[src/verilog/slave_evt_pkg.sv]
// Purpose: constants and types for the slave task and event register bank
// Assumes: 32-bit AXI4-Lite register bus, byte addresses as printed
// Notes:   channel index field is four bits wide, enable bit is bit 31
package slave_evt_pkg;

  // ****************************************************************
  // Register offsets
  // ****************************************************************
  localparam logic [11:0] OFF_STOP_TRIG     = 12'h014;
  localparam logic [11:0] OFF_SUSPEND_TRIG  = 12'h01C;
  localparam logic [11:0] OFF_RESUME_TRIG   = 12'h020;
  localparam logic [11:0] OFF_PREP_RX_TRIG  = 12'h030;
  localparam logic [11:0] OFF_PREP_TX_TRIG  = 12'h034;
  localparam logic [11:0] OFF_SUB_STOP      = 12'h094;
  localparam logic [11:0] OFF_SUB_SUSPEND   = 12'h09C;
  localparam logic [11:0] OFF_SUB_RESUME    = 12'h0A0;
  localparam logic [11:0] OFF_SUB_PREP_RX   = 12'h0B0;
  localparam logic [11:0] OFF_SUB_PREP_TX   = 12'h0B4;
  localparam logic [11:0] OFF_EVT_STOPPED   = 12'h104;
  localparam logic [11:0] OFF_EVT_ERROR     = 12'h124;
  localparam logic [11:0] OFF_EVT_RX_START  = 12'h14C;
  localparam logic [11:0] OFF_EVT_TX_START  = 12'h150;
  localparam logic [11:0] OFF_EVT_WRITE     = 12'h164;
  localparam logic [11:0] OFF_EVT_READ      = 12'h168;
  localparam logic [11:0] OFF_PUB_STOPPED   = 12'h184;
  localparam logic [11:0] OFF_PUB_ERROR     = 12'h1A4;
  localparam logic [11:0] OFF_PUB_RX_START  = 12'h1CC;
  localparam logic [11:0] OFF_PUB_TX_START  = 12'h1D0;
  localparam logic [11:0] OFF_PUB_WRITE     = 12'h1E4;
  localparam logic [11:0] OFF_PUB_READ      = 12'h1E8;
  localparam logic [11:0] OFF_SHORTCUTS     = 12'h200;
  localparam logic [11:0] OFF_IRQ_STATUS    = 12'h600;
  localparam logic [11:0] OFF_IRQ_MASK      = 12'h604;

  // ****************************************************************
  // Field layout and reset values
  // ****************************************************************
  localparam int          NUM_TASKS    = 5;
  localparam int          NUM_EVENTS   = 6;
  localparam int          CH_BITS      = 4;
  localparam int          NUM_CH       = 16;
  localparam int          EN_BIT       = 31;
  localparam int          SC_WRITE_BIT = 0;
  localparam int          SC_READ_BIT  = 1;
  localparam logic [31:0] CFG_RESET    = 32'h0000_0000;
  localparam logic [1:0]  RESP_OKAY    = 2'h0;
  localparam logic [1:0]  RESP_SLVERR  = 2'h2;

  // Task order: stop, suspend, resume, prepare receive, prepare transmit
  localparam int T_STOP = 0;
  localparam int T_SUSP = 1;
  localparam int T_RES  = 2;
  localparam int T_PRX  = 3;
  localparam int T_PTX  = 4;
  // Event order: stopped, error, rx started, tx started, write, read
  localparam int E_WRITE = 4;
  localparam int E_READ  = 5;

  // One subscribe or publish configuration
  typedef struct packed {
    logic               en;
    logic [CH_BITS-1:0] channel_index;
  } chan_cfg_t;

  // AXI4-Lite write request
  typedef struct packed {
    logic        awvalid;
    logic [11:0] awaddr;
    logic        wvalid;
    logic [31:0] wdata;
    logic [3:0]  wstrb;
    logic        bready;
  } axil_wr_t;

  // AXI4-Lite read request
  typedef struct packed {
    logic        arvalid;
    logic [11:0] araddr;
    logic        rready;
  } axil_rd_t;

endpackage : slave_evt_pkg

[src/verilog/slave_evt_regs.sv]
// Purpose: task, event, subscribe, publish and shortcut register bank
// Assumes: one clock, synchronous active-high reset, clock enable
// Notes:   task strobes and event publishing are one-cycle pulses
//
// The AXI4-Lite register port is this design's own decision.
`timescale 1ns/1ns
`default_nettype none

// Function
// - Writing 1 to prepare-transmit trigger arms slave to answer next read.
// - Each task has a subscribe register whose channel index picks its channel.
// - Subscribe enable bit 31 set lets the channel trigger; clear ignores it.
// - Each event has a publish register naming the channel it drives.
// - Publish enable bit 31 set drives the event; clear suppresses it.
// - Shortcut bit 0 set makes the write event trigger suspend.
// - Shortcut bit 1 set makes the read event trigger suspend.
module slave_evt_regs
  import slave_evt_pkg::*;
(
  // Clock, reset, enable
  input  wire logic                  core_clk_i,
  input  wire logic                  rst_i,
  input  wire logic                  clk_en_i,
  // AXI4-Lite slave
  input  wire axil_wr_t              wr_req_i,
  input  wire axil_rd_t              rd_req_i,
  output logic                       awready_o,
  output logic                       wready_o,
  output logic                       bvalid_o,
  output logic [1:0]                 bresp_o,
  output logic                       arready_o,
  output logic                       rvalid_o,
  output logic [31:0]                rdata_o,
  output logic [1:0]                 rresp_o,
  // Event channel interconnect
  input  wire logic [NUM_CH-1:0]     chan_in_i,
  output logic [NUM_CH-1:0]          chan_out_o,
  // Protocol engine side
  input  wire logic [NUM_EVENTS-1:0] engine_evt_i,
  output logic [NUM_TASKS-1:0]       task_o,
  output logic                       irq_o
);

  // ****************************************************************
  // State
  // ****************************************************************
  // All state in one struct: reset and freeze reach every bit
  typedef struct packed {
    logic                          aw_held;
    logic [11:0]                   aw_addr;
    logic                          w_held;
    logic [31:0]                   w_data;
    logic [3:0]                    w_strb;
    logic                          bvalid;
    logic [1:0]                    bresp;
    logic                          rvalid;
    logic [31:0]                   rdata;
    logic [1:0]                    rresp;
    chan_cfg_t [NUM_TASKS-1:0]     sub;
    chan_cfg_t [NUM_EVENTS-1:0]    pub;
    logic [1:0]                    shortcuts;
    logic [NUM_EVENTS-1:0]         flags;
    logic [NUM_EVENTS-1:0]         mask;
    logic [NUM_EVENTS-1:0]         irq_stat;
    logic [NUM_TASKS-1:0]          task_q;
    logic [NUM_CH-1:0]             chan_out;
    logic                          irq;
  } state_t;

  state_t st;
  state_t next_st;

  // Offsets indexed by task and event position
  localparam logic [11:0] TRIG_OFF [NUM_TASKS] = '{OFF_STOP_TRIG,
    OFF_SUSPEND_TRIG, OFF_RESUME_TRIG, OFF_PREP_RX_TRIG, OFF_PREP_TX_TRIG};
  localparam logic [11:0] SUB_OFF [NUM_TASKS] = '{OFF_SUB_STOP,
    OFF_SUB_SUSPEND, OFF_SUB_RESUME, OFF_SUB_PREP_RX, OFF_SUB_PREP_TX};
  localparam logic [11:0] EVT_OFF [NUM_EVENTS] = '{OFF_EVT_STOPPED,
    OFF_EVT_ERROR, OFF_EVT_RX_START, OFF_EVT_TX_START, OFF_EVT_WRITE,
    OFF_EVT_READ};
  localparam logic [11:0] PUB_OFF [NUM_EVENTS] = '{OFF_PUB_STOPPED,
    OFF_PUB_ERROR, OFF_PUB_RX_START, OFF_PUB_TX_START, OFF_PUB_WRITE,
    OFF_PUB_READ};

  // ****************************************************************
  // Combinational helpers
  // ****************************************************************
  logic                   wr_fire;
  logic                   wr_hit;
  logic                   wr_all;
  logic [31:0]            rd_val;
  logic                   rd_hit;
  logic [11:0]            rd_addr;
  logic [NUM_TASKS-1:0]   sw_task;
  logic [NUM_TASKS-1:0]   chan_task;
  logic [NUM_EVENTS-1:0]  evt_clr;
  logic [NUM_EVENTS-1:0]  st_clr;

  // Write commits once address and data are both held
  assign wr_fire = st.aw_held && st.w_held && !st.bvalid;
  // Subscribe and publish registers only update on full-word writes, keeps fields coherent
  assign wr_all  = (st.w_strb == 4'hF);
  // Byte lane bits ignored on reads as on writes
  assign rd_addr = {rd_req_i.araddr[11:2], 2'b00};

  // Channel lines share this clock, so no synchroniser is needed
  // Per-task trigger sources: register write or subscribed channel
  for (genvar t = 0; t < NUM_TASKS; t++) begin : g_task
    assign sw_task[t]   = wr_fire && st.aw_addr == TRIG_OFF[t]
                          && st.w_strb[0] && st.w_data[0];
    assign chan_task[t] = st.sub[t].en
                          && chan_in_i[st.sub[t].channel_index];
  end

  // Per-event clear: flag on a written zero, interrupt status on a written one
  for (genvar e = 0; e < NUM_EVENTS; e++) begin : g_evt
    assign evt_clr[e] = wr_fire && st.aw_addr == EVT_OFF[e]
                        && st.w_strb[0] && !st.w_data[0];
    assign st_clr[e]  = wr_fire && st.aw_addr == OFF_IRQ_STATUS
                        && st.w_strb[0] && st.w_data[e];
  end

  // Read decode
  always_comb begin
    rd_val = 32'h0000_0000;
    rd_hit = 1'b0;
    for (int i = 0; i < NUM_TASKS; i++) begin
      if (rd_addr == SUB_OFF[i]) begin
        rd_val[EN_BIT]      = st.sub[i].en;
        rd_val[CH_BITS-1:0] = st.sub[i].channel_index;
        rd_hit              = 1'b1;
      end else if (rd_addr == TRIG_OFF[i]) begin
        rd_hit = 1'b1;
      end
    end
    for (int i = 0; i < NUM_EVENTS; i++) begin
      if (rd_addr == EVT_OFF[i]) begin
        rd_val[0] = st.flags[i];
        rd_hit    = 1'b1;
      end else if (rd_addr == PUB_OFF[i]) begin
        rd_val[EN_BIT]      = st.pub[i].en;
        rd_val[CH_BITS-1:0] = st.pub[i].channel_index;
        rd_hit              = 1'b1;
      end
    end
    if (rd_addr == OFF_SHORTCUTS) begin
      rd_val[1:0] = st.shortcuts;
      rd_hit      = 1'b1;
    end else if (rd_addr == OFF_IRQ_STATUS) begin
      rd_val[NUM_EVENTS-1:0] = st.irq_stat;
      rd_hit                 = 1'b1;
    end else if (rd_addr == OFF_IRQ_MASK) begin
      rd_val[NUM_EVENTS-1:0] = st.mask;
      rd_hit                 = 1'b1;
    end
  end

  // Write decode hit flag
  always_comb begin
    wr_hit = 1'b0;
    for (int i = 0; i < NUM_TASKS; i++) begin
      if (st.aw_addr == TRIG_OFF[i] || st.aw_addr == SUB_OFF[i]) begin
        wr_hit = 1'b1;
      end
    end
    for (int i = 0; i < NUM_EVENTS; i++) begin
      if (st.aw_addr == EVT_OFF[i] || st.aw_addr == PUB_OFF[i]) begin
        wr_hit = 1'b1;
      end
    end
    if (st.aw_addr == OFF_SHORTCUTS || st.aw_addr == OFF_IRQ_STATUS
        || st.aw_addr == OFF_IRQ_MASK) begin
      wr_hit = 1'b1;
    end
  end

  // ****************************************************************
  // Next state
  // ****************************************************************
  always_comb begin
    logic [NUM_TASKS-1:0] tasks;
    next_st = st;
    tasks   = sw_task | chan_task;

    // Write address and data channels, either order
    if (wr_req_i.awvalid && !st.aw_held) begin
      next_st.aw_held = 1'b1;
      next_st.aw_addr = {wr_req_i.awaddr[11:2], 2'b00};
    end
    if (wr_req_i.wvalid && !st.w_held) begin
      next_st.w_held = 1'b1;
      next_st.w_data = wr_req_i.wdata;
      next_st.w_strb = wr_req_i.wstrb;
    end
    if (st.bvalid && wr_req_i.bready) begin
      next_st.bvalid = 1'b0;
    end
    // Commit: answer and register update in the same cycle
    if (wr_fire) begin
      next_st.aw_held = 1'b0;
      next_st.w_held  = 1'b0;
      next_st.bvalid  = 1'b1;
      next_st.bresp   = wr_hit ? RESP_OKAY : RESP_SLVERR;
      // Partial writes to a subscribe or publish register are answered but dropped
      for (int i = 0; i < NUM_TASKS; i++) begin
        if (wr_all && st.aw_addr == SUB_OFF[i]) begin
          next_st.sub[i].en            = st.w_data[EN_BIT];
          next_st.sub[i].channel_index = st.w_data[CH_BITS-1:0];
        end
      end
      for (int i = 0; i < NUM_EVENTS; i++) begin
        if (wr_all && st.aw_addr == PUB_OFF[i]) begin
          next_st.pub[i].en            = st.w_data[EN_BIT];
          next_st.pub[i].channel_index = st.w_data[CH_BITS-1:0];
        end
      end
      if (st.aw_addr == OFF_SHORTCUTS && st.w_strb[0]) begin
        next_st.shortcuts = st.w_data[1:0];
      end
      if (st.aw_addr == OFF_IRQ_MASK && st.w_strb[0]) begin
        next_st.mask = st.w_data[NUM_EVENTS-1:0];
      end
    end

    // Read channel: one outstanding read
    // A new address is taken only once the last answer has gone
    if (st.rvalid && rd_req_i.rready) begin
      next_st.rvalid = 1'b0;
    end
    if (rd_req_i.arvalid && !st.rvalid) begin
      next_st.rvalid = 1'b1;
      next_st.rdata  = rd_val;
      next_st.rresp  = rd_hit ? RESP_OKAY : RESP_SLVERR;
    end

    // Shortcuts fire suspend straight from engine events
    if (st.shortcuts[SC_WRITE_BIT] && engine_evt_i[E_WRITE]) begin
      tasks[T_SUSP] = 1'b1;
    end
    if (st.shortcuts[SC_READ_BIT] && engine_evt_i[E_READ]) begin
      tasks[T_SUSP] = 1'b1;
    end
    next_st.task_q = tasks;

    // Event flags: a new event wins over a clear in the same cycle
    // Interrupt follows the next status so it rises with the flag
    next_st.flags    = (st.flags & ~evt_clr) | engine_evt_i;
    next_st.irq_stat = (st.irq_stat & ~st_clr) | engine_evt_i;
    next_st.irq      = |(next_st.irq_stat & next_st.mask);

    // Publish each event onto its chosen channel
    // Two events on one channel merge into a single pulse
    next_st.chan_out = '0;
    for (int i = 0; i < NUM_EVENTS; i++) begin
      if (st.pub[i].en && engine_evt_i[i]) begin
        next_st.chan_out[st.pub[i].channel_index] = 1'b1;
      end
    end
  end

  // ****************************************************************
  // Registers
  // ****************************************************************
  // Clock enable low holds every field, strobes included
  always_ff @(posedge core_clk_i) begin
    if (rst_i) begin
      st <= '0;
    end else if (clk_en_i) begin
      st <= next_st;
    end
  end

  // Outputs straight from flops; resume is software's job after suspend
  // Ready outputs are the inverse of a held flag
  assign awready_o  = !st.aw_held;
  assign wready_o   = !st.w_held;
  assign bvalid_o   = st.bvalid;
  assign bresp_o    = st.bresp;
  assign arready_o  = !st.rvalid;
  assign rvalid_o   = st.rvalid;
  assign rdata_o    = st.rdata;
  assign rresp_o    = st.rresp;
  assign chan_out_o = st.chan_out;
  assign task_o     = st.task_q;
  assign irq_o      = st.irq;
endmodule : slave_evt_regs

`default_nettype wire

[config.mk]
export PLATFORM = sky130hd
export DESIGN_NAME = slave_evt_regs
export DESIGN_NICKNAME = d
export VERILOG_FILES = /design/src/verilog/slave_evt_pkg.sv /design/src/verilog/slave_evt_regs.sv
export SDC_FILE = /design/constraint.sdc
export NUM_CORES = 1
export LEC_CHECK = 0
export ABC_AREA = 1
export ABC_CLOCK_PERIOD_IN_PS = 2700
export CAP_MARGIN = 20
export CORE_MARGIN = 2
export CORE_UTILIZATION = 40
export DETAILED_ROUTE_END_ITERATION = 12
export DONT_BUFFER_PORTS = 1
export GPL_ROUTABILITY_DRIVEN = 1
export PLACE_DENSITY = 0.5
export SYNTH_ARGS = -nofsm -noshare
export SYNTH_HDL_FRONTEND = slang
export SYNTH_SLANG_ARGS = --single-unit
[constraint.sdc]
create_clock -name core_clk_i -period 2.7 [get_ports core_clk_i]
set_input_delay 0.27 -clock core_clk_i [delete_from_list [all_inputs] [get_ports core_clk_i]]
set_output_delay 0.27 -clock core_clk_i [all_outputs]
set_load 0.005 [all_outputs]
==> metrics.md, run 1 <==
| Metric | Value |
|---|---|
| DIE AREA | 21,300 sq um |
| Total CTS buffers | 17 |
| Switch Pwr | 1.34 mW |
| Post-layout util | 44.3% |
| Routed vias | 8,108 |
| Max Cap Viol | 0 |
| Area of the mapped netlist | 8070 sq um |
| Total power | 5.06 mW |
| Setup Crit Path Kind | flip-flop to flip-flop |
| Most area-hungry cell type in the Yosys netlist | dfxtp_1 |
| R2R Path Start | st[171]$_SDFFE_PP0P_ |
| Most frequent cells in the layout | nand2_1 (183), o21ai_0 (171), inv_1 (158), a21oi_1 (148), dfxtp_1 (131) |
| Ports | 153 |
| Nets | 1,294 |
| DR pass1 iterations | 5 |
| Clock skew | 7.83 ps |
| Starting Density | 41.0% |
| Register bit total from synthesis | 131 |
| Ranking of synthesized cells by area | dfxtp_1 (33%), o21ai_0 (11%), a21oi_1 (9.2%) |
| Hold Fails Final Rpt | 0 |
| Startpoint Class | flip-flop |
| Share of layout cells above drive strength 1 | 6.24% |
| R2R cell count | 9 |
| End of the critical path | st[43]$_SDFFE_PP0P_ |
| Sw frac | 26.5% |
| EDFF count, synth | 0 |
| Reg2Reg Setup Slack | 560 ps |
| Vias in the first global route | 7,635 |
| Rel. slew slack | 53.8% |
| WP data arrival | 2450 ps |
| Clock buffer depth | 2 |
| Hold Path Class | primary input to flip-flop |
| Via density | 5.47 |
| Max IR drop VDD | 0.408 mV |
| Worst path required time | 3010 ps |
| Largest net degree at the start of global routing | 67 |
| Synth top area share | 32.5% |
| Worst hold slack | 16.4 ps |
| Pwr Density | 581 nW/um^2 |
| # DRC | 0 |
| Commonest non-fill, non-tap cell in the layout | nand2_1 |
| Slew Limit Fails | 0 |
| Int Pwr | 3.72 mW |
| Clk Latency, worst-skew pair | 440 ps |
| Antenna-violating nets left | 0 |
| # clock sinks | 131 |
| Placer Congestion | 0.915 |
| First-pass GRT wire length | 43.4 mm |
| Combinational fraction of design power | 7.5% |
| DIE HEIGHT | 146 um |
| Routed WL | 27.8 mm |
| GRT overflow | 0 |
| Row cnt | 51 |
| Antenna diodes | 0 |
| RR Endpoint | st[43]$_SDFFE_PP0P_ |
| Syn Area/Cell | 6.49 sq um |
| Clock tree from TritonCTS | built |
| Detail Placement HPWL | 21.5 mm |
| Outcome | completed |
| CTS root buf | clkbuf_16 |
| Wire per inst | 18.7 um |
| Async S/R FF share, synth | 0% |
| Final period util | 79.2% |
| 1st-iter DRT viols | 598 |
| Worst setup startpoint | st[171]$_SDFFE_PP0P_ |
| Worst setup EP type | flip-flop |
| Area grow syn2layout | 7.97% |
| Sum Neg Setup Slack | 0 ps |
| Top FF cell, synth | dfxtp_1 |
| Worst Tran Pin Value | 687 ps |
| Port bufs | 0 |
| Crit-path max FO | 18 |
| Overall Global Routing Usage | 26.2% |
| H-tree levels | 4 |
| Sequential power share | 40.5% |
| LEAKAGE | 3.24 nW |
| Syn. warnings | 0 |
| Initial antenna violation count | 0 |
| Die W | 146 um |
| Register area share after synthesis | 32.5% |
| Highest clock rate | 468 MHz |
| Register clock-pin slew on the reported worst setup and hold paths | 60 ps |
| Minimum clock period | 2140 ps |
| Core footprint | 19,700 sq um |
| Clock share of power | 52.0% |
| Cell count after synthesis | 1,243 |
| Setup violations, final | 0 |
| Distinct cell type count after synthesis | 43 |
| Unrepaired setup endpoints after global routing | false |
worst min path at each step:
stage                               start               endpoint  cells past startpoint
after floorplan                     rst_i    st[33]$_SDFFE_PP0P_                      3
after global placement              rst_i  rvalid_o$_SDFFE_PP0P_                      1
after detailed placement            rst_i  bvalid_o$_SDFFE_PP0P_                      1
after CTS                        clk_en_i    st[34]$_SDFFE_PP0P_                      2
after global routing      engine_evt_i[0]    st[34]$_SDFFE_PP0P_                      2
final                     engine_evt_i[0]    st[34]$_SDFFE_PP0P_                      2
per-stage QoR:
| stage | instances | setup slack [ps] | instance area [sq um] |
|---|---|---|---|
| floorplan | 1269 | 1010 | 8170 |
| detailed placement | 1444 | 583 | 7990 |
| CTS | 1482 | 571 | 8710 |
| global route | 1482 | 302 | 8710 |
| global placement | 1444 | 575 | 7990 |
| finish | 1482 | 562 | 8710 |
sequential cells by signal (all words and copies together) (netlist names):
signal	count
chan_out_o	16
rresp_o	1
irq_o	1
task_o	5
rvalid_o	1
st	98
rdata_o	7
bresp_o	1
bvalid_o	1
power by group through the flow:
stage	sequential [mW]	clock (mW)	combinational [mW]
CTS	2.05	2.67	0.379
detailed placement	2.09	0	0.359
finish	2.05	2.63	0.379
global route	2.05	2.75	0.430
floorplan	2.07	0	0.331
global placement	2.09	0	0.357
synthesized netlist by cell type (2+ instances only):
cell type  count
nor2_1       122
o211ai_1      13
a311oi_1       2
o21ai_0      171
o221ai_1       2
a211oi_1       4
nor3_2         3
nor3_4         2
nor4_1        12
nand3_1       49
buf_4         59
a31oi_1       11
nor3_1        30
inv_1        158
a2111oi_0      3
o21ai_2        2
a21oi_2        2
dfxtp_1      131
o31ai_1        6
a21oi_1      148
nand2_2        6
inv_2          6
a221oi_1       9
nand4_1       22
o22ai_1       19
nand2_1      183
clkbuf_1      40
a41oi_1        5
nand3_2        2
o21ai_1        5
nor2_4         2
nor4_4         2
nor2_2         2
cells by family (layout without fill, tap and decap cells):
family	Yosys count	count (layout)	share of synthesized area, %
AO/OA/AOI/OAI	405	405	27.7
buffers and inverters	265	213	15.1
flip-flops	131	131	32.5
other	1	27	0.0465
AND/OR/NAND/NOR	441	441	24.7
what timing repair did:
item	4_1_cts	5_1_grt
buffers inserted	0	0
resized for setup	0	0
hold endpoints to repair	38	0
hold buffers	6	0
worst max-delay path, cell delays in order (launching register included):
cell and delay (ps):
dfxtp_1 320, inv_1 80, nor3_2 250, nand2_1 150
nor2_2 200, nand4_1 130, inv_2 270, nand2_1 300
o21ai_0 240, a21oi_1 60
area by class of cell:
cell class	instances	area, sq um
clock inverter	14	215
timing repair buffer	16	158
clock buffer	18	439
tap	265	332
fill	2163	10900
sequential	131	2620
inverter	165	619
multi-input combinational	873	4330
per-layer routing:
| layer | global-route usage [%] | vias up | wire length [um] |
|---|---|---|---|
| met2 | 42.2 | 301 | 12700 |
| met5 | 0 | - | 0 |
| li1 | - | 4079 | - |
| met1 | 35.2 | 3686 | 12700 |
| met3 | 5.59 | 42 | 1680 |
| met4 | 7.82 | 0 | 665 |
(Power assumes the default switching activity.)
==> run 2, diff against run 1 <==
ABC_AREA = 0   (was 1)
ABC_CLOCK_PERIOD_IN_PS = 2100   (was 2700)
clock period = 2.1 ns   (was 2.7 ns; I/O delays follow)
==> run 2 against run 1 <==
Net effect: critical path depth fell by 4; clock power rose by 23%; register-to-register slack got worse by 500 ps; first-iteration DRC count rose by 6.2%; count of clock-buffer cells in the layout did not move; cell count fell by 9.4%; critical path type unchanged; critical endpoint is now chan_out_o[11]$_SDFFE_PP0P_; largest power group unchanged; highest routed layer unchanged.
==> metrics.md, run 2 <==
| Metric | Value |
|---|---|
| Outcome | completed |
| Top cells by count, synth | nor2_1 (145), dfxtp_1 (131), nand2_1 (105) |
| Most area-hungry cell type in the Yosys netlist | dfxtp_1 |
| Max Cap Viol | 0 |
| Placer Congestion | 0.952 |
| Post-route cell area | 9710 sq um |
| Routed WL | 31.1 mm |
| Vias in the first global route | 7,758 |
| Synth top area share | 31.1% |
| Hold Fails Final Rpt | 0 |
| Buf/Inv on CP | 1 |
| Max IR drop VDD | 0.576 mV |
| R2R cell count | 5 |
| Worst setup EP type | flip-flop |
| Async S/R FF share, synth | 0% |
| Ports | 153 |
| Unrepaired setup endpoints after global routing | false |
| WP data arrival | 2340 ps |
| Minimum clock period | 2040 ps |
| Nets | 1,145 |
| Port bufs | 0 |
| LEAKAGE | 3.55 nW |
| Hold-critical path depth | 3 |
| H-tree levels | 4 |
| Distinct cell type count after synthesis | 79 |
| CP max-delay cell | dlygate4sd3_1 |
| DIE AREA | 22,300 sq um |
| Starting Density | 40.4% |
| Slew Limit Fails | 0 |
| Area of the mapped netlist | 8430 sq um |
| Clock tree from TritonCTS | built |
| Most flops, register | st |
| Max reg flops | 98 |
| Top FF cell, synth | dfxtp_1 |
| Most numerous cell in the Yosys netlist | nor2_1 |
| Antenna-violating nets left | 0 |
| CTS root buf | clkbuf_16 |
| Worst path depth | 5 |
| Syn Area/Cell | 8.07 sq um |
| Worst-path cell chain | nand2b_1, o22ai_1, nor4_1, nor3_1, dlygate4sd3_1 |
| # clock sinks | 131 |
| Antenna diodes | 0 |
| Area grow syn2layout | 15.2% |
| Clk Latency, worst-skew pair | 430 ps |
| Crit-path max FO | 9 |
| Clock buffer depth | 2 |
| 1st-iter DRT viols | 635 |
| Share of layout cells above drive strength 1 | 13.5% |
| Clock skew | 9.90 ps |
| Setup violations, final | 0 |
| # DRC | 0 |
| Ranking of synthesized cells by area | dfxtp_1 (31%), mux2i_1 (8.0%), mux4_2 (6.7%) |
| Detail Placement HPWL | 22.6 mm |
| Register bit total from synthesis | 131 |
| Rel. slew slack | 27.3% |
| Core footprint | 20,900 sq um |
| Register area share after synthesis | 31.1% |
| Max incr delay on CP | 560 ps |
| GRT overflow | 0 |
| CP delay by family, top | simple AND/OR/NAND/NOR gates |
| Worst path required time | 2410 ps |
| Worst Tran Pin Value | 1090 ps |
| First-pass GRT wire length | 47.1 mm |
| DIE HEIGHT | 149 um |
| Row cnt | 53 |
| Via density | 6.10 |
| Cell count after synthesis | 1,045 |
| Hold Path Class | primary input to flip-flop |
| Initial antenna violation count | 0 |
| Die W | 149 um |
| Startpoint Class | flip-flop |
| Largest net degree at the start of global routing | 99 |
| Syn. warnings | 0 |
| Sum Neg Setup Slack | 0 ps |
| DR pass1 iterations | 6 |
| Wire per inst | 23.1 um |
| Routed vias | 8,199 |
| Overall Global Routing Usage | 27.9% |
| Total CTS buffers | 17 |
| Highest clock rate | 491 MHz |
| Final period util | 97.0% |
| Commonest non-fill, non-tap cell in the layout | nor2_1 |
| EDFF count, synth | 0 |
| Placed cell areas | 8540 sq um |
| Pwr Density | 658 nW/um^2 |
| Most frequent cells in the layout | nor2_1 (142), dfxtp_1 (126), nand2_1 (105), mux2i_1 (67), a21oi_1 (61) |
| Setup Crit Path Kind | flip-flop to flip-flop |
| Register clock-pin slew on the reported worst setup and hold paths | 60 ps |
run 2: cell count changes after synthesis, moves of 9 or more:
cell,previous run,this run
nand2_1,183,105
o21ai_0,171,38
mux2i_1,0,67
inv_1,158,15
buf_2,1,10
nor2_1,122,145
a21oi_1,148,61
mux4_2,0,25
nand3_1,49,22
clkbuf_1,40,61
o211ai_1,13,4
o32ai_1,1,16
nand2b_1,0,25
nor2b_1,0,16
run 2: final timing paths:
| kind | startpoint | slack [ps] | to |
|---|---|---|---|
| max | st[69]$_SDFFE_PP0P_ | 60 | chan_out_o[11]$_SDFFE_PP0P_ |
| min | rst_i | 20 | rdata_o[0]$_SDFFE_PP0P_ |
| min reg2reg | st[33]$_SDFFE_PP0P_ | 480 | st[33]$_SDFFE_PP0P_ |
| max reg2reg | st[69]$_SDFFE_PP0P_ | 60 | chan_out_o[11]$_SDFFE_PP0P_ |
run 2: kinds of logic (layout without fill, tap and decap cells):
group,Yosys count,after routing,synth area share [%]
compound gates,237,237,18.8
buf+inv,148,145,9.32
flops,131,131,31.1
mux,96,96,15.2
other cells,1,27,0.0445
simple gates,432,432,25.6
run 2: per-layer routing:
| metal | global-route usage, % | routed length [um] | vias to the layer above |
|---|---|---|---|
| li1 | - | - | 3787 |
| met1 | 36.9 | 13300 | 3969 |
| met2 | 46.4 | 14800 | 388 |
| met3 | 5.08 | 2090 | 55 |
| met4 | 8.86 | 867 | 0 |
| met5 | 0 | 0 | - |
run 2: power by group:
group,internal (mW),switching [mW]
clock,2.01,1.23
sequential,2.55,0.0791
combinational,0.251,0.277
run 2: final cells by class:
| type | instances | area [sq um] |
|---|---|---|
| Tap cell | 275 | 344 |
| Clock buffer | 18 | 429 |
| Sequential cell | 131 | 2630 |
| Fill cell | 2123 | 11200 |
| Timing Repair Buffer | 98 | 878 |
| Clock inverter | 14 | 201 |
| Multi-Input combinational cell | 792 | 5180 |
| Inverter | 15 | 56.3 |
run 2: per-stage QoR:
| step | cells | setup WS (ps) | total power, mW | util [%] | hold slack, ps |
|---|---|---|---|---|---|
| 6_report | 1343 | 63.4 | 6.39 | 46.5 | 21.6 |
| 5_1_grt | 1343 | 0.935 | 6.59 | 46.5 | 31.9 |
| 4_1_cts | 1341 | 23.6 | 6.43 | 46.2 | 10.6 |
| 3_5_place_dp | 1264 | 23.7 | 3.10 | 40.9 | 299 |
| 3_3_place_gp | 1264 | 30.2 | 3.10 | 40.9 | 294 |
| 2_1_floorplan | 1071 | 110 | 3.10 | - | 354 |
run 2: worst register-to-register path: cells and delay by family (launching register included):
family	cells	cell delay, ps
simple gates	3	730
buf+inv	1	560
flops	1	530
compound gates	1	110
run 2: what timing repair did:
action | CTS | global route
gates resized for setup | 0 | 17
endpoints found under the setup margin | 0 | 27
hold buffers | 45 | 0
endpoints found under the hold margin | 130 | 0
setup buffers | 0 | 2
